[config.mk]
export PLATFORM = sky130hd
export DESIGN_NAME = ucr_top
export DESIGN_NICKNAME = d
export VERILOG_FILES = /design/src/ucr_pkg.sv /design/src/ucr_top.sv
export VERILOG_INCLUDE_DIRS = /design/src
export SDC_FILE = /design/constraint.sdc
export NUM_CORES = 1
export LEC_CHECK = 0
export ABC_AREA = 1
export BUFFER_PORTS_ARGS = -buffer_cell sky130_fd_sc_hd__buf_2
export CAP_MARGIN = 5
export CORE_MARGIN = 4
export CORE_UTILIZATION = 40
export DETAILED_ROUTE_END_ITERATION = 7
export HOLD_SLACK_MARGIN = 0.02
export PLACE_DENSITY_LB_ADDON = 0.2
export SLEW_MARGIN = 20
export SYNTH_ARGS = -nofsm -noshare
export SYNTH_HDL_FRONTEND = slang
export SYNTH_SLANG_ARGS = --single-unit
[constraint.sdc]
create_clock -name clk -period 2.65 [get_ports clk]
set_input_delay 0.3975 -clock clk [delete_from_list [all_inputs] [get_ports clk]]
set_output_delay 0.3975 -clock clk [all_outputs]
set_load 0.005 [all_outputs]
[src/ucr_params.svh]
`ifndef UCR_PARAMS_SVH
`define UCR_PARAMS_SVH

// ----------------------------------------------------------------
// Register map
// ----------------------------------------------------------------
`define UCR_ADDR_W        8
`define UCR_REG_CTRL      8'h00
`define UCR_REG_STATUS    8'h04
`define UCR_REG_RESULT    8'h08
`define UCR_REG_DISPINFO  8'h0C
`define UCR_CTRL_RESET    8'h00

// Control fields
`define UCR_CTRL_FUNC_LSB 0
`define UCR_CTRL_RANGE_LSB 3
`define UCR_CTRL_EXTEN_BIT 5
`define UCR_CTRL_ONEMHZ_BIT 6

// Bus responses
`define UCR_RESP_OKAY     2'h0
`define UCR_RESP_DECERR   2'h3

// ----------------------------------------------------------------
// Timing figures and derived counts
// ----------------------------------------------------------------
`define UCR_CLK_HZ        10000000
`define UCR_OSC1M_HZ      1000000
`define UCR_REF_HZ        100
`define UCR_MUX_HZ        500
`define UCR_DIGITS        8
`define UCR_BLANK_US      6
`define UCR_LAG_US        4
`define UCR_LAG_MIN_US    2
`define UCR_LAG_MAX_US    6
`define UCR_GAP_MS        200
`define UCR_PRE_DIV       (`UCR_CLK_HZ / `UCR_OSC1M_HZ)
`define UCR_SLOT_TICKS    (`UCR_CLK_HZ / (`UCR_MUX_HZ * `UCR_DIGITS))
`define UCR_BLANK_TICKS   (`UCR_BLANK_US * (`UCR_CLK_HZ / 1000000))
`define UCR_LAG_TICKS     (`UCR_LAG_US * (`UCR_CLK_HZ / 1000000))
`define UCR_LAG_MIN_CLK   (`UCR_LAG_MIN_US * (`UCR_CLK_HZ / 1000000))
`define UCR_LAG_MAX_CLK   (`UCR_LAG_MAX_US * (`UCR_CLK_HZ / 1000000))

`endif

[src/ucr_pkg.sv]
package ucr_pkg;

  // Measurement functions
  typedef enum logic [2:0] {FN_FREQ, FN_PERIOD, FN_RATIO, FN_INTERVAL, FN_UNIT, FN_OSC} ucr_func_t;

  // Measurement sequencing
  typedef enum logic [1:0] {ST_GAP, ST_ARMED, ST_GATE} ucr_state_t;

endpackage

[src/ucr_top.sv]
// Contract
// - Clear input zeroes counter, aborts measurement, display latches read zero.
// - External window enabled sets measurement length in every function except totalizing.
// - External window sampled once per 10ms reference period only.
// - Sampled window acts at reference period trailing edge, starting or stopping.
// - Status output low during measurement, high between measurements.
// - BCD outputs carry one digit at a time, valid during its strobe.
// - Strobes scan from digit eight down to digit one.
// - BCD lines use plain 8-4-2-1 code, weight eight as MSB.
// - Leading-zero suppression never alters BCD outputs.
// - Decimal point on digits 2 to 5 per range in timing functions, 1 to 4 with the 1MHz timebase.
// - Ratio uses digits 1 to 4, totalizing digit 1, external none.
// - Counter overflow lights decimal point during digit eight strobe.
// - Primary rise before secondary fall returns interval priming to idle.
// - Single-cycle range after priming measures exactly one interval.
// - Repetitive interval timing primes automatically.
// - 200ms update after interval ends before next measurement.
// - Multiplex rate is timebase over 2e4 or 2e3 per mode.
// - Measurement spacing is 2e6 or 2e5 timebase periods per mode.
// - Ratio single-cycle gate spans secondary rise to next rise.
// - Scan at 500Hz, digit on 244us, 6us blank between digits.
// - Interval counts timebase from primary fall to secondary fall.
//
// The placing of the registers and the AXI4-Lite slave port are this design's own decisions.
`include "ucr_params.svh"
`timescale 1ns/1ps
`default_nettype none

module ucr_top
  import ucr_pkg::*;
#(
  parameter int unsigned REF_DIV_10M = `UCR_CLK_HZ / `UCR_REF_HZ,
  parameter int unsigned REF_DIV_1M  = `UCR_OSC1M_HZ / `UCR_REF_HZ,
  parameter int unsigned GAP_10M     = `UCR_GAP_MS * (`UCR_CLK_HZ / 1000),
  parameter int unsigned GAP_1M      = `UCR_GAP_MS * (`UCR_OSC1M_HZ / 1000)
)(
  // Clock, reset, enable
  input  wire logic        clk,
  input  wire logic        rstn,
  input  wire logic        ce,
  // Measurement inputs
  input  wire logic        chanA,
  input  wire logic        chanB,
  input  wire logic        extGateWindow,
  input  wire logic        clearN,
  // Status and display
  output logic             measBusyN,
  output logic [3:0]       bcdOut,
  output logic [7:0]       digitStrobe,
  output logic             dpOut,
  // AXI4-Lite write
  input  wire logic        s_axi_awvalid,
  output logic             s_axi_awready,
  input  wire logic [7:0]  s_axi_awaddr,
  input  wire logic        s_axi_wvalid,
  output logic             s_axi_wready,
  input  wire logic [31:0] s_axi_wdata,
  input  wire logic [3:0]  s_axi_wstrb,
  output logic             s_axi_bvalid,
  input  wire logic        s_axi_bready,
  output logic [1:0]       s_axi_bresp,
  // AXI4-Lite read
  input  wire logic        s_axi_arvalid,
  output logic             s_axi_arready,
  input  wire logic [7:0]  s_axi_araddr,
  output logic             s_axi_rvalid,
  input  wire logic        s_axi_rready,
  output logic [31:0]      s_axi_rdata,
  output logic [1:0]       s_axi_rresp
);

  // ----------------------------------------------------------------
  // Constants and functions
  // ----------------------------------------------------------------
  localparam int unsigned SlotTicks  = `UCR_SLOT_TICKS;
  localparam int unsigned BlankTicks = `UCR_BLANK_TICKS;
  localparam int unsigned LagTicks   = `UCR_LAG_TICKS;
  localparam int unsigned PreDiv     = `UCR_PRE_DIV;
  localparam int LagMinClk = `UCR_LAG_MIN_CLK;
  localparam int LagMaxClk = `UCR_LAG_MAX_CLK;

  // Gate length in reference events per range
  function automatic logic [9:0] rangeTarget(input logic [1:0] rng);
    case (rng)
      2'h0:    rangeTarget = 10'h001;
      2'h1:    rangeTarget = 10'h00A;
      2'h2:    rangeTarget = 10'h064;
      default: rangeTarget = 10'h3E8;
    endcase
  endfunction

  // Decimal point digit, 1 = least significant, 0 = none
  function automatic logic [3:0] dpPosition(input ucr_func_t fn, input logic [1:0] rng,
                                            input logic ext, input logic oneMhz);
    logic [3:0] r;
    r = {2'h0, rng};
    if (ext)
      dpPosition = 4'h0;
    else
      case (fn)
        FN_FREQ, FN_OSC:       dpPosition = r + 4'h2;
        FN_PERIOD, FN_INTERVAL: dpPosition = r + 4'h2 - {3'h0, oneMhz};
        FN_RATIO:              dpPosition = r + 4'h1;
        FN_UNIT:               dpPosition = 4'h1;
        default:               dpPosition = 4'h0;
      endcase
  endfunction

  // One decimal step of the eight-decade counter, carry on top
  function automatic logic [32:0] bcdInc(input logic [31:0] v);
    logic [31:0] r;
    logic        c;
    r = v;
    c = 1'b1;
    for (int i = 0; i < 8; i++)
    begin
      if (c)
      begin
        if (r[i*4 +: 4] == 4'h9)
          r[i*4 +: 4] = 4'h0;
        else
        begin
          r[i*4 +: 4] = r[i*4 +: 4] + 4'h1;
          c = 1'b0;
        end
      end
    end
    bcdInc = {c, r};
  endfunction

  // ----------------------------------------------------------------
  // Registers and state
  // ----------------------------------------------------------------
  logic [7:0]  ctrl_ff;
  ucr_state_t  state_ff;
  logic        measBusyN_ff;
  logic [31:0] gapCnt_ff;
  logic [9:0]  evtCnt_ff;
  logic        ivOpen_ff;
  logic [31:0] mainCnt_ff;
  logic        ovf_ff;
  logic [31:0] dispLat_ff;
  logic        ovfLat_ff;
  logic [1:0]  primeStage_ff;
  logic        aPrev_ff, bPrev_ff;
  logic [3:0]  preDiv_ff;
  logic [31:0] refCnt_ff;
  logic        extSample_ff;
  logic [31:0] slotCnt_ff;
  logic [2:0]  scanDigit_ff;
  logic [3:0]  bcdOut_ff;
  logic [7:0]  digitStrobe_ff;
  logic        dpOut_ff;
  logic [7:0]  lagCnt_ff;
  logic        awHeld_ff, wHeld_ff, awReady_ff, wReady_ff, bValid_ff;
  logic [7:0]  awAddr_ff;
  logic [31:0] wData_ff;
  logic [3:0]  wStrb_ff;
  logic [1:0]  bResp_ff;
  logic        arReady_ff, rValid_ff;
  logic [31:0] rData_ff;
  logic [1:0]  rResp_ff;

  // Decoded control
  ucr_func_t  func;
  logic [1:0] rangeSel;
  logic       extEn, oneMhz;
  assign func     = ucr_func_t'(ctrl_ff[`UCR_CTRL_FUNC_LSB +: 3]);
  assign rangeSel = ctrl_ff[`UCR_CTRL_RANGE_LSB +: 2];
  assign extEn    = ctrl_ff[`UCR_CTRL_EXTEN_BIT];
  assign oneMhz   = ctrl_ff[`UCR_CTRL_ONEMHZ_BIT];

  // ----------------------------------------------------------------
  // Timebase and 100Hz reference
  // ----------------------------------------------------------------
  logic        tbTick, refTick;
  logic [31:0] refLim, gapLim;
  assign tbTick  = !oneMhz || (preDiv_ff == 4'(PreDiv - 1));
  assign refLim  = oneMhz ? REF_DIV_1M : REF_DIV_10M;
  assign gapLim  = oneMhz ? GAP_1M : GAP_10M;
  assign refTick = tbTick && (refCnt_ff == refLim - 32'h1);

  // Emulated 1MHz timebase and reference divider
  always_ff @(posedge clk or negedge rstn)
  begin
    if (!rstn)
    begin
      preDiv_ff <= 4'h0;
      refCnt_ff <= 32'h0;
    end
    else if (ce)
    begin
      preDiv_ff <= tbTick ? 4'h0 : preDiv_ff + 4'h1;
      if (tbTick)
        refCnt_ff <= refTick ? 32'h0 : refCnt_ff + 32'h1;
    end
  end

  // Input edges and window sample record
  logic aFall, bFall, aRise, bRise;
  assign aFall = aPrev_ff && !chanA;
  assign bFall = bPrev_ff && !chanB;
  assign aRise = !aPrev_ff && chanA;
  assign bRise = !bPrev_ff && chanB;

  always_ff @(posedge clk or negedge rstn)
  begin
    if (!rstn)
    begin
      aPrev_ff     <= 1'b0;
      bPrev_ff     <= 1'b0;
      extSample_ff <= 1'b0;
    end
    else if (ce)
    begin
      aPrev_ff <= chanA;
      bPrev_ff <= chanB;
      if (refTick)
        extSample_ff <= extGateWindow;
    end
  end

  // ----------------------------------------------------------------
  // Measurement control
  // ----------------------------------------------------------------
  logic wrFire, restart, refEvt, cntEvt, startCond, stopCond, stopNow;
  assign wrFire  = awHeld_ff && wHeld_ff && !bValid_ff;
  assign restart = wrFire && (awAddr_ff == `UCR_REG_CTRL) && wStrb_ff[0]
                   && (wData_ff[6:0] != ctrl_ff[6:0])
                   && (func != FN_UNIT || wData_ff[2:0] != FN_UNIT); // Leaving unit aborts too

  always_comb
  begin
    case (func)
      FN_FREQ, FN_OSC: refEvt = refTick;
      FN_PERIOD:       refEvt = aRise;
      FN_RATIO:        refEvt = bRise;
      FN_INTERVAL:     refEvt = bFall && ivOpen_ff;
      default:         refEvt = 1'b0;
    endcase
    case (func)
      FN_FREQ, FN_RATIO, FN_UNIT: cntEvt = aRise;
      FN_PERIOD, FN_OSC:          cntEvt = tbTick;
      FN_INTERVAL:                cntEvt = tbTick && ivOpen_ff;
      default:                    cntEvt = 1'b0;
    endcase
    if (extEn && func != FN_UNIT)
    begin
      startCond = refTick && extGateWindow;
      stopCond  = refTick && !extGateWindow;
    end
    else if (func == FN_INTERVAL)
    begin
      startCond = aFall && (primeStage_ff == 2'h2 || rangeSel != 2'h0);
      stopCond  = refEvt && (evtCnt_ff == rangeTarget(rangeSel) - 10'h1);
    end
    else
    begin
      startCond = (func == FN_UNIT) || refEvt;
      stopCond  = (func != FN_UNIT) && refEvt && (evtCnt_ff == rangeTarget(rangeSel) - 10'h1);
    end
  end
  assign stopNow = clearN && !restart && (state_ff == ST_GATE) && stopCond;

  // Sequencer: gap, armed, gating
  always_ff @(posedge clk or negedge rstn)
  begin
    if (!rstn)
    begin
      state_ff     <= ST_ARMED;
      measBusyN_ff <= 1'b1;
      gapCnt_ff    <= 32'h0;
      evtCnt_ff    <= 10'h0;
      ivOpen_ff    <= 1'b0;
    end
    else if (ce)
    begin
      if (!clearN || restart)
      begin
        state_ff     <= ST_ARMED;
        measBusyN_ff <= 1'b1;
        gapCnt_ff    <= 32'h0;
        evtCnt_ff    <= 10'h0;
        ivOpen_ff    <= 1'b0;
      end
      else
        case (state_ff)
          ST_GAP:
          begin
            if (tbTick)
              gapCnt_ff <= gapCnt_ff + 32'h1;
            if (tbTick && gapCnt_ff == gapLim - 32'h1)
            begin
              state_ff  <= ST_ARMED;
              gapCnt_ff <= 32'h0;
            end
          end
          ST_ARMED:
          begin
            if (startCond)
            begin
              state_ff     <= ST_GATE;
              measBusyN_ff <= 1'b0;
              evtCnt_ff    <= 10'h0;
              ivOpen_ff    <= (func == FN_INTERVAL);
            end
          end
          ST_GATE:
          begin
            if (func == FN_INTERVAL && bFall)
              ivOpen_ff <= 1'b0;
            else if (func == FN_INTERVAL && aFall)
              ivOpen_ff <= 1'b1;
            if (refEvt)
              evtCnt_ff <= evtCnt_ff + 10'h1;
            if (stopCond)
            begin
              state_ff     <= ST_GAP;
              measBusyN_ff <= 1'b1;
              ivOpen_ff    <= 1'b0;
            end
          end
          default:
          begin
            state_ff     <= ST_ARMED;
            measBusyN_ff <= 1'b1;
          end
        endcase
    end
  end

  // Interval priming
  always_ff @(posedge clk or negedge rstn)
  begin
    if (!rstn)
      primeStage_ff <= 2'h0;
    else if (ce)
    begin
      if (!clearN)
        primeStage_ff <= 2'h0;
      else if (stopNow && func == FN_INTERVAL && rangeSel == 2'h0)
        primeStage_ff <= 2'h0;
      else if (primeStage_ff == 2'h0 && aFall)
        primeStage_ff <= 2'h1;
      else if (primeStage_ff == 2'h1 && aRise)
        primeStage_ff <= 2'h0;
      else if (primeStage_ff == 2'h1 && bFall)
        primeStage_ff <= 2'h2;
    end
  end

  // Next decimal count with carry out on top
  logic [32:0] incVal;
  assign incVal = bcdInc(mainCnt_ff);

  // Main counter, overflow and display latches
  always_ff @(posedge clk or negedge rstn)
  begin
    if (!rstn)
    begin
      mainCnt_ff <= 32'h0;
      ovf_ff     <= 1'b0;
      dispLat_ff <= 32'h0;
      ovfLat_ff  <= 1'b0;
    end
    else if (ce)
    begin
      if (!clearN)
      begin
        mainCnt_ff <= 32'h0;
        ovf_ff     <= 1'b0;
        dispLat_ff <= 32'h0;
        ovfLat_ff  <= 1'b0;
      end
      else
      begin
        if (restart || (state_ff == ST_ARMED && startCond && func != FN_UNIT))
        begin
          mainCnt_ff <= 32'h0;
          ovf_ff     <= 1'b0;
        end
        else if (state_ff == ST_GATE && cntEvt)
        begin
          mainCnt_ff <= incVal[31:0];
          if (incVal[32])
            ovf_ff <= 1'b1;
        end
        if (stopNow || func == FN_UNIT)
        begin
          dispLat_ff <= mainCnt_ff;
          ovfLat_ff  <= ovf_ff;
        end
      end
    end
  end

  // ----------------------------------------------------------------
  // Display multiplexer
  // ----------------------------------------------------------------
  logic [31:0] slotLim, blankLim, dataPoint;
  logic [3:0]  dpPos;
  assign slotLim   = oneMhz ? SlotTicks / PreDiv : SlotTicks;
  assign blankLim  = oneMhz ? BlankTicks / PreDiv : BlankTicks;
  assign dataPoint = blankLim - (oneMhz ? LagTicks / PreDiv : LagTicks);
  assign dpPos     = dpPosition(func, rangeSel, extEn, oneMhz);

  // Slot timing, digit data, strobe and decimal point
  always_ff @(posedge clk or negedge rstn)
  begin
    if (!rstn)
    begin
      slotCnt_ff     <= 32'h0;
      scanDigit_ff   <= 3'h7;
      bcdOut_ff      <= 4'h0;
      digitStrobe_ff <= 8'h00;
      dpOut_ff       <= 1'b0;
      lagCnt_ff      <= 8'h00;
    end
    else if (ce)
    begin
      if (lagCnt_ff != 8'hFF)
        lagCnt_ff <= lagCnt_ff + 8'h01;
      if (tbTick)
      begin
        if (slotCnt_ff == slotLim - 32'h1)
        begin
          slotCnt_ff     <= 32'h0;
          scanDigit_ff   <= scanDigit_ff - 3'h1;
          digitStrobe_ff <= 8'h00;
          dpOut_ff       <= 1'b0;
        end
        else
          slotCnt_ff <= slotCnt_ff + 32'h1;
        if (slotCnt_ff == dataPoint)
        begin
          bcdOut_ff <= dispLat_ff[scanDigit_ff*4 +: 4];
          lagCnt_ff <= 8'h00;
        end
        if (slotCnt_ff == blankLim)
          digitStrobe_ff <= 8'h01 << scanDigit_ff;
      end
      if (digitStrobe_ff != 8'h00 && !(tbTick && slotCnt_ff == slotLim - 32'h1))
        dpOut_ff <= (scanDigit_ff == 3'h7 && ovfLat_ff)
                    || (dpPos != 4'h0 && {1'b0, scanDigit_ff} == dpPos - 4'h1);
    end
  end

  // ----------------------------------------------------------------
  // AXI4-Lite slave
  // ----------------------------------------------------------------
  function automatic logic [31:0] regRead(input logic [7:0] a);
    case (a)
      `UCR_REG_CTRL:     regRead = {24'h0, ctrl_ff};
      `UCR_REG_STATUS:   regRead = {25'h0, scanDigit_ff, extSample_ff,
                                    primeStage_ff == 2'h2, ovfLat_ff, state_ff == ST_GATE};
      `UCR_REG_RESULT:   regRead = dispLat_ff;
      `UCR_REG_DISPINFO: regRead = {28'h0, dpPos};
      default:           regRead = 32'h0;
    endcase
  endfunction

  function automatic logic mapped(input logic [7:0] a);
    mapped = (a == `UCR_REG_CTRL) || (a == `UCR_REG_STATUS)
             || (a == `UCR_REG_RESULT) || (a == `UCR_REG_DISPINFO);
  endfunction

  // Write channels and response
  always_ff @(posedge clk or negedge rstn)
  begin
    if (!rstn)
    begin
      awHeld_ff  <= 1'b0;
      wHeld_ff   <= 1'b0;
      awReady_ff <= 1'b1;
      wReady_ff  <= 1'b1;
      bValid_ff  <= 1'b0;
      bResp_ff   <= `UCR_RESP_OKAY;
      awAddr_ff  <= 8'h00;
      wData_ff   <= 32'h0;
      wStrb_ff   <= 4'h0;
      ctrl_ff    <= `UCR_CTRL_RESET;
    end
    else if (ce)
    begin
      if (s_axi_awvalid && awReady_ff)
      begin
        awAddr_ff  <= s_axi_awaddr;
        awHeld_ff  <= 1'b1;
        awReady_ff <= 1'b0;
      end
      if (s_axi_wvalid && wReady_ff)
      begin
        wData_ff  <= s_axi_wdata;
        wStrb_ff  <= s_axi_wstrb;
        wHeld_ff  <= 1'b1;
        wReady_ff <= 1'b0;
      end
      if (wrFire)
      begin
        if (awAddr_ff == `UCR_REG_CTRL && wStrb_ff[0])
          ctrl_ff <= wData_ff[7:0];
        bResp_ff  <= mapped(awAddr_ff) ? `UCR_RESP_OKAY : `UCR_RESP_DECERR;
        bValid_ff <= 1'b1;
        awHeld_ff <= 1'b0;
        wHeld_ff  <= 1'b0;
      end
      if (bValid_ff && s_axi_bready)
      begin
        bValid_ff  <= 1'b0;
        awReady_ff <= 1'b1;
        wReady_ff  <= 1'b1;
      end
    end
  end

  // Read channel
  always_ff @(posedge clk or negedge rstn)
  begin
    if (!rstn)
    begin
      arReady_ff <= 1'b1;
      rValid_ff  <= 1'b0;
      rData_ff   <= 32'h0;
      rResp_ff   <= `UCR_RESP_OKAY;
    end
    else if (ce)
    begin
      if (s_axi_arvalid && arReady_ff)
      begin
        rData_ff   <= regRead(s_axi_araddr);
        rResp_ff   <= mapped(s_axi_araddr) ? `UCR_RESP_OKAY : `UCR_RESP_DECERR;
        rValid_ff  <= 1'b1;
        arReady_ff <= 1'b0;
      end
      else if (rValid_ff && s_axi_rready)
      begin
        rValid_ff  <= 1'b0;
        arReady_ff <= 1'b1;
      end
    end
  end

  // Output connections
  assign measBusyN     = measBusyN_ff;
  assign bcdOut        = bcdOut_ff;
  assign digitStrobe   = digitStrobe_ff;
  assign dpOut         = dpOut_ff;
  assign s_axi_awready = awReady_ff;
  assign s_axi_wready  = wReady_ff;
  assign s_axi_bvalid  = bValid_ff;
  assign s_axi_bresp   = bResp_ff;
  assign s_axi_arready = arReady_ff;
  assign s_axi_rvalid  = rValid_ff;
  assign s_axi_rdata   = rData_ff;
  assign s_axi_rresp   = rResp_ff;
endmodule

`default_nettype wire

==> results of run 1 <==
[timing repair]
action | CTS | global route
hold buffers | 1 | 0
buffers inserted | 0 | 10
resized for setup | 0 | 28
endpoints found under the setup margin | 0 | 66
hold endpoints to repair | 57 | 0
[final timing paths]
| check | end | slack (ps) | cells past startpoint |
|---|---|---|---|
| setup reg to reg | dpOut | 180 | 14 |
| hold reg to reg | awAddr_ff[6] | 470 | 2 |
| max in group asynchronous | s_axi_wready | 1440 | 3 |
| setup / recovery | dpOut | 180 | 14 |
| hold / removal | awAddr_ff[3] | 70 | 3 |
| min in group asynchronous | mainCnt_ff[2] | 440 | 2 |
[power breakdown]
part	switching, µW	internal (µW)	leakage [µW]
Sequential	566	4670	0.00348
Clock	1720	2620	0.000500
Combinational	1890	1120	0.00433
[flip-flops by register name (all words and copies together), names as in the netlist, 2 cells and up]
register	count
awAddr_ff	8
bcdOut	4
ctrl_ff	8
digitStrobe	8
dispLat_ff	32
evtCnt_ff	10
gapCnt_ff	32
mainCnt_ff	32
preDiv_ff	4
primeStage_ff	2
refCnt_ff	32
s_axi_rdata	32
scanDigit_ff	3
slotCnt_ff	32
state_ff	2
wData_ff	8
[worst register-to-register path, stage by stage (launching register included)]
cell      delay, ps
dfrtp_2         480
inv_2            80
nor2_1          130
inv_1            70
o221ai_1        170
a21oi_1          80
nor2_2          180
inv_1           100
ha_1            190
ha_1            310
a21oi_1         140
o211ai_1         90
nor2_1          120
o211ai_1        110
a31oi_1         140
[cell families after synthesis]
| group | Yosys count |
|---|---|
| AOI/OAI and AO/OA | 290 |
| xor gates and xnor gates | 67 |
| adders and majority gates | 40 |
| buffers and inverters | 295 |
| DFF | 267 |
| and+or+nand+nor | 930 |
[synth_stat cells (9+ instances only)]
| cell | count | area share, % |
|---|---|---|
| a21oi_1 | 72 | 2.4 |
| a31oi_1 | 11 | 0.46 |
| buf_6 | 11 | 0.83 |
| clkbuf_1 | 28 | 0.70 |
| dfrtp_1 | 259 | 43 |
| ha_1 | 40 | 3.3 |
| inv_1 | 230 | 5.8 |
| inv_2 | 10 | 0.25 |
| nand2_1 | 418 | 10 |
| nand2_2 | 15 | 0.63 |
| nand3_1 | 146 | 4.9 |
| nand4_1 | 34 | 1.4 |
| nor2_1 | 151 | 3.8 |
| nor3_1 | 78 | 2.6 |
| nor4_1 | 28 | 1.2 |
| o21a_1 | 10 | 0.50 |
| o21ai_0 | 94 | 3.1 |
| o21ai_1 | 39 | 1.3 |
| o31ai_1 | 30 | 1.5 |
| xnor2_1 | 9 | 0.53 |
| xor2_1 | 58 | 3.4 |
[area by class of cell]
type | count | area (µm²)
Clock buffer | 55 | 981
Clock inverter | 4 | 52.6
Fill cell | 3620 | 19200
Inverter | 243 | 915
Multi-Input combinational cell | 1328 | 7210
Sequential cell | 267 | 6700
Tap cell | 468 | 586
Timing Repair Buffer | 162 | 1120
[per-layer routing]
layer / wire length, µm / share of wire (%)
met1: 19000 / 49
met2: 16800 / 44
met3: 1900 / 4.9
met4: 792 / 2.1
met5: 0 / 0
[per-stage QoR]
stage	instances	hold WS (ps)	util, %	power [µW]	setup WS, ps
2_1_floorplan	1889	102	-	7160	337
3_3_place_gp	2455	413	44.3	8100	68.9
3_5_place_dp	2455	403	44.3	8180	29.9
4_1_cts	2515	49.1	47.1	12600	15.3
5_1_grt	2527	73.4	47.7	13400	-22.1
6_report	2527	74.4	47.7	12600	180
==> results.yml, run 1 <==
clock_tree:
  root_buffer: "clkbuf_16"
  cts_made_buffers: 34
  clock_sinks: 267
  tritoncts: "built"
  htreeDepth: 2
  cts_max_path_buffers: 3
  path_clk_slew_ps: 60
  clkLatencyLatePin_ps: 520
floorplan:
  die_w_um: 202
  num_rows: 70
  die_area_mm2: 0.0407
  initial_core_util_pct: 40.8
  core_mm2: 0.0368
  ios: 119
  dieHeight_um: 202
yosys:
  yosys.area_share.simple_pct: 28.7
  synth_enable_flop_cells: 0
  ys_seq_area_share_pct: 44.6
  ys_types: 64
  synth_ff_type: "dfrtp_1"
  synth-seq-cells: 267
  synth_warnings: 0
  synth_cells: 1889
  synth_nets: 1993
  synth-adder-area-share_pct: 3.34
  syn-cell-area_mm2: 0.0150
  synth_xor_area_share_pct: 3.91
  avgSynthCellArea_um2: 7.94
  synthMuxAreaShare_pct: 0
  synth_top_family_by_area: "simple AND/OR/NAND/NOR gates"
  async_flop_share_pct: 100
  synth_compound_area_share_pct: 11.3
setup_path:
  cp-start-kind: "register"
  crit_start: "ctrl_ff[0]"
  slowest_delay_ps: 480
  end_kind: "register"
  cp_num_buf_inv: 3
  crit_type: "reg -> reg"
  critPathArrivalTime_ps: 2910
  cp_slowest_cell: "dfrtp_2"
  crit_chain: "inv_2 > nor2_1 > inv_1 > o221ai_1 > a21oi_1 > nor2_2 > inv_1 > ha_1 > ha_1 > a21oi_1 > o211ai_1 > nor2_1 > o211ai_1 > a31oi_1"
  r2r_start: "ctrl_ff[0]"
  cp_max_fo: 8
  worst_ep_required_time_ps: 3090
  cp_top_family: "compound AO/OA/AOI/OAI gates"
global_routing:
  use_met1_pct: 27.0
  grt.total_usage_pct: 18.5
  grt_busiest_layer: "met2"
  use_met2_pct: 28.9
  antenna_found_initial: 0
  grt_pass1_vias: 12500
  overflow: 0
  grt_max_degree: 65
  gr-usage-met3_pct: 3.06
  grt_first_pass_wirelength_um: 63700
placement:
  gp_congestion: 0.891
  portBuffers: 91
  hpwl_um: 28100
  dpl-instance-area_mm2: 0.0163
timing:
  fin_crit_sh_pct: 93.2
  hold_viol: 0
  setup_tns_ps: 0
  final-max-slew-violation-count: 0
  worstMarginPinSlew_ps: 755
  grt_setup_unrepaired: "yes"
  slew_headroom_pct: 49.4
  timing.fmax_ghz: 0.405
  skew_ps: 23.5
  setup-violations-final: 0
  period_minus_slack_ps: 2470
power:
  power.leakage_uw: 0.00831
  p_per_area_mw_per_mm2: 717
  peakVddDrop_mv: 0.366
final_layout:
  layout-drive-gt1-share_pct: 14.7
  diodes: 0
  area_growth_pct: 17.0
  layout_common_cells: "nand2_1 (418), dfrtp_1 (255), inv_1 (228), nor2_1 (147), nand3_1 (144)"
  nNetsFinal: 2140
  layout_commonest_cell: "nand2_1"
  stdcell_area_mm2: 0.0176
drt:
  drc: 0
  drt_first_pass_iters: 5
  drt_iter0_drc: 846
  drt_wl_total_um: 38500
  viasPerCell: 5.17
  vias: 13100
  wire_per_inst_um: 15.2
  ant_nets: 0
run_status:
  status: "complete, no violations"
run:
  cap_viol_max_count: 0
worst_hold_path:
  hp-start: "s_axi_awaddr[3]"
  hp-class: "in -> reg"
No activity file was read; power rests on OpenSTA's default activity.
==> inputs of run 2 (changes only) <==
--- a/config.mk
+++ b/config.mk
@@ -6,7 +6,6 @@
 export SDC_FILE = /design/constraint.sdc
 export NUM_CORES = 1
 export LEC_CHECK = 0
-export ABC_AREA = 1
 export BUFFER_PORTS_ARGS = -buffer_cell sky130_fd_sc_hd__buf_2
 export CAP_MARGIN = 5
 export CORE_MARGIN = 4
==> run 2 against run 1 <==
The run now ends with negative setup slack left. Final cell count down 15%. Clock skew fell by 8.8 ps. Critical path depth fell by 5. Area after synthesis down 6.2%. Non-clock buffer count rose by 121. Setup slack got worse by 350 ps. Final area increased by 4.6%. Die area is 5.9% lower. First-iteration DRC count decreased by 27%. Global-route usage increased by 0.81 points. Clock power up 2%.
==> results.yml, run 2 <==
yosys:
  async_flop_share_pct: 100
  synth_enable_flop_cells: 0
  ys_seq_area_share_pct: 47.5
  synth_warnings: 0
  yosysTopAreaCell: "dfrtp_1"
  ys_types: 83
  synth_commonest_cells: "dfrtp_1 (259), nand2_1 (164), nor2_1 (83)"
  synth_cells: 1413
  synth_top_cell_area_share_pct: 46.0
  ys_top_cells_by_area: "dfrtp_1 (46%), nand2_1 (4.4%), xnor2_1 (3.7%)"
  synth_nets: 1517
  syn-cell-area_mm2: 0.0141
  synth.most_common_cell: "dfrtp_1"
  synth_ff_type: "dfrtp_1"
  avgSynthCellArea_um2: 9.96
  synth-seq-cells: 267
global_routing:
  grt_pass1_vias: 11800
  antenna_found_initial: 1
  grt.total_usage_pct: 19.4
  grt_first_pass_wirelength_um: 61400
  grt_max_degree: 80
  overflow: 0
final_layout:
  diodes: 0
  nNetsFinal: 1776
  stdcell_area_mm2: 0.0184
  area_growth_pct: 30.4
  fin_cells: 2151
  layout_common_cells: "dfrtp_1 (255), nand2_1 (160), buf_4 (158), buf_2 (91), nor2_1 (80)"
  layout-drive-gt1-share_pct: 30.5
  layout_commonest_cell: "dfrtp_1"
drt:
  vias: 11700
  drc: 0
  wire_per_inst_um: 18.0
  drt_wl_total_um: 38700
  viasPerCell: 5.45
  ant_nets: 0
  drt_iter0_drc: 618
  drt_first_pass_iters: 8
placement:
  gp_congestion: 0.862
  dpl-instance-area_mm2: 0.0161
  dp.cells: 2056
  hpwl_um: 26300
  portBuffers: 91
timing:
  skew_ps: 14.8
  hold_viol: 0
  setup-violations-final: 74
  timing.fmax_ghz: 0.355
  worstMarginPinSlew_ps: 737
  fin_crit_sh_pct: 106
  period_minus_slack_ps: 2820
  final-max-slew-violation-count: 0
  grt_setup_unrepaired: "yes"
  fin_ws_ps: -169
  slew_headroom_pct: 50.2
  hold_ws_ps: 62.0
worst_hold_path:
  hp-class: "in -> reg"
run_status:
  violations: "negative setup slack"
  status: "finished, violations left"
setup_path:
  r2r_start: "refCnt_ff[23]"
  worst_ep_required_time_ps: 3120
  r2r_cells: 9
  cp_top_family: "simple AND/OR/NAND/NOR gates"
  end_kind: "register"
  cp_slowest_cell: "or4b_4"
  crit_start: "refCnt_ff[23]"
  r2r_slack_ps: -170
  slowest_delay_ps: 600
  cp_num_buf_inv: 2
  r2r_end: "dispLat_ff[29]"
  crit_end: "dispLat_ff[29]"
  crit_chain: "nor4_4 > nand4b_1 > or4b_4 > a2111oi_4 > o21bai_2 > a31oi_4 > buf_12 > buf_12 > mux2i_2"
  crit_top_cell: "buf_12"
  cp-start-kind: "register"
  cp_num_cells: 9
  cp_max_fo: 5
  crit_type: "reg -> reg"
  critPathArrivalTime_ps: 3290
floorplan:
  die_area_mm2: 0.0383
  ios: 119
  num_rows: 68
  dieHeight_um: 196
  core_mm2: 0.0346
  die_w_um: 196
  initial_core_util_pct: 40.6
power:
  peakVddDrop_mv: 0.585
  p_per_area_mw_per_mm2: 615
  power.leakage_uw: 0.00826
clock_tree:
  cts_max_path_buffers: 3
  tritoncts: "built"
  clock_sinks: 267
  path_clk_slew_ps: 60
  cts_made_buffers: 31
  root_buffer: "clkbuf_16"
  htreeDepth: 1
  clkLatencyLatePin_ps: 570
run:
  cap_viol_max_count: 0
[run 2: power by group]
group,internal (µW),leakage [µW],switching (µW)
sequential,4430,0.00361,336
combinational,1040,0.00413,1040
clock,2700,0.000517,1760
[run 2: cell families (layout without fill, tap and decap cells)]
family	after synthesis	after routing	share of synthesized area [%]
muxes	86	86	7.08
AOI/OAI and AO/OA	255	255	12.3
adders and majority gates	40	40	3.56
xor gates and xnor gates	92	92	5.72
and+or+nand+nor	538	539	19.7
DFF	267	267	47.5
buffers and inverters	135	417	4.03
[run 2: worst min path at each step]
| stage | slack [ps] | end | cells past startpoint | start |
|---|---|---|---|---|
| 3_3_place_gp | 330 | slotCnt_ff[23] | 1 | rstn |
| 6_report | 60 | wData_ff[6] | 2 | s_axi_wdata[6] |
| 4_1_cts | 30 | wData_ff[6] | 2 | s_axi_wdata[6] |
| 2_1_floorplan | 100 | aPrev_ff | 0 | rstn |
| 5_1_grt | 40 | awAddr_ff[4] | 2 | s_axi_awaddr[4] |
| 3_5_place_dp | 330 | slotCnt_ff[23] | 1 | rstn |
[run 2: final cells by class]
type | count | area [µm²]
clock buffer | 40 | 870
clock inverter | 17 | 201
fill | 3102 | 16300
inverter | 77 | 289
multi-input combinational | 1012 | 7530
sequential | 267 | 6700
tap | 455 | 569
timing repair buffer | 283 | 2200
[run 2: timing repair]
action / 4_1_cts / 5_1_grt
setup buffers: 10 / 19
hold endpoints to repair: 36 / 0
gates resized for setup: 70 / 127
hold buffers: 1 / 0
pin swaps: 29 / 47
endpoints found under the setup margin: 92 / 122
gates cloned: 7 / 3
[run 2: metrics by stage]
step	TNS [ps]	power (µW)	setup WS [ps]	utilization, %
6_report	-7580	11300	-169	53.0
4_1_cts	-13680	11300	-267	50.9
5_1_grt	-16330	11800	-290	53.0
3_3_place_gp	-12810	6540	-257	46.5
2_1_floorplan	-166	5880	-5.54	-
3_5_place_dp	-19480	6600	-362	46.5
[run 2: metal layers]
layer | vias to the layer above | GRT usage, % | wire length (µm)
met5 | - | 0 | 13
met4 | 2 | 5.04 | 1040
met3 | 64 | 3.24 | 1660
met2 | 238 | 31.5 | 18300
met1 | 5833 | 27.1 | 17700
li1 | 5584 | - | -
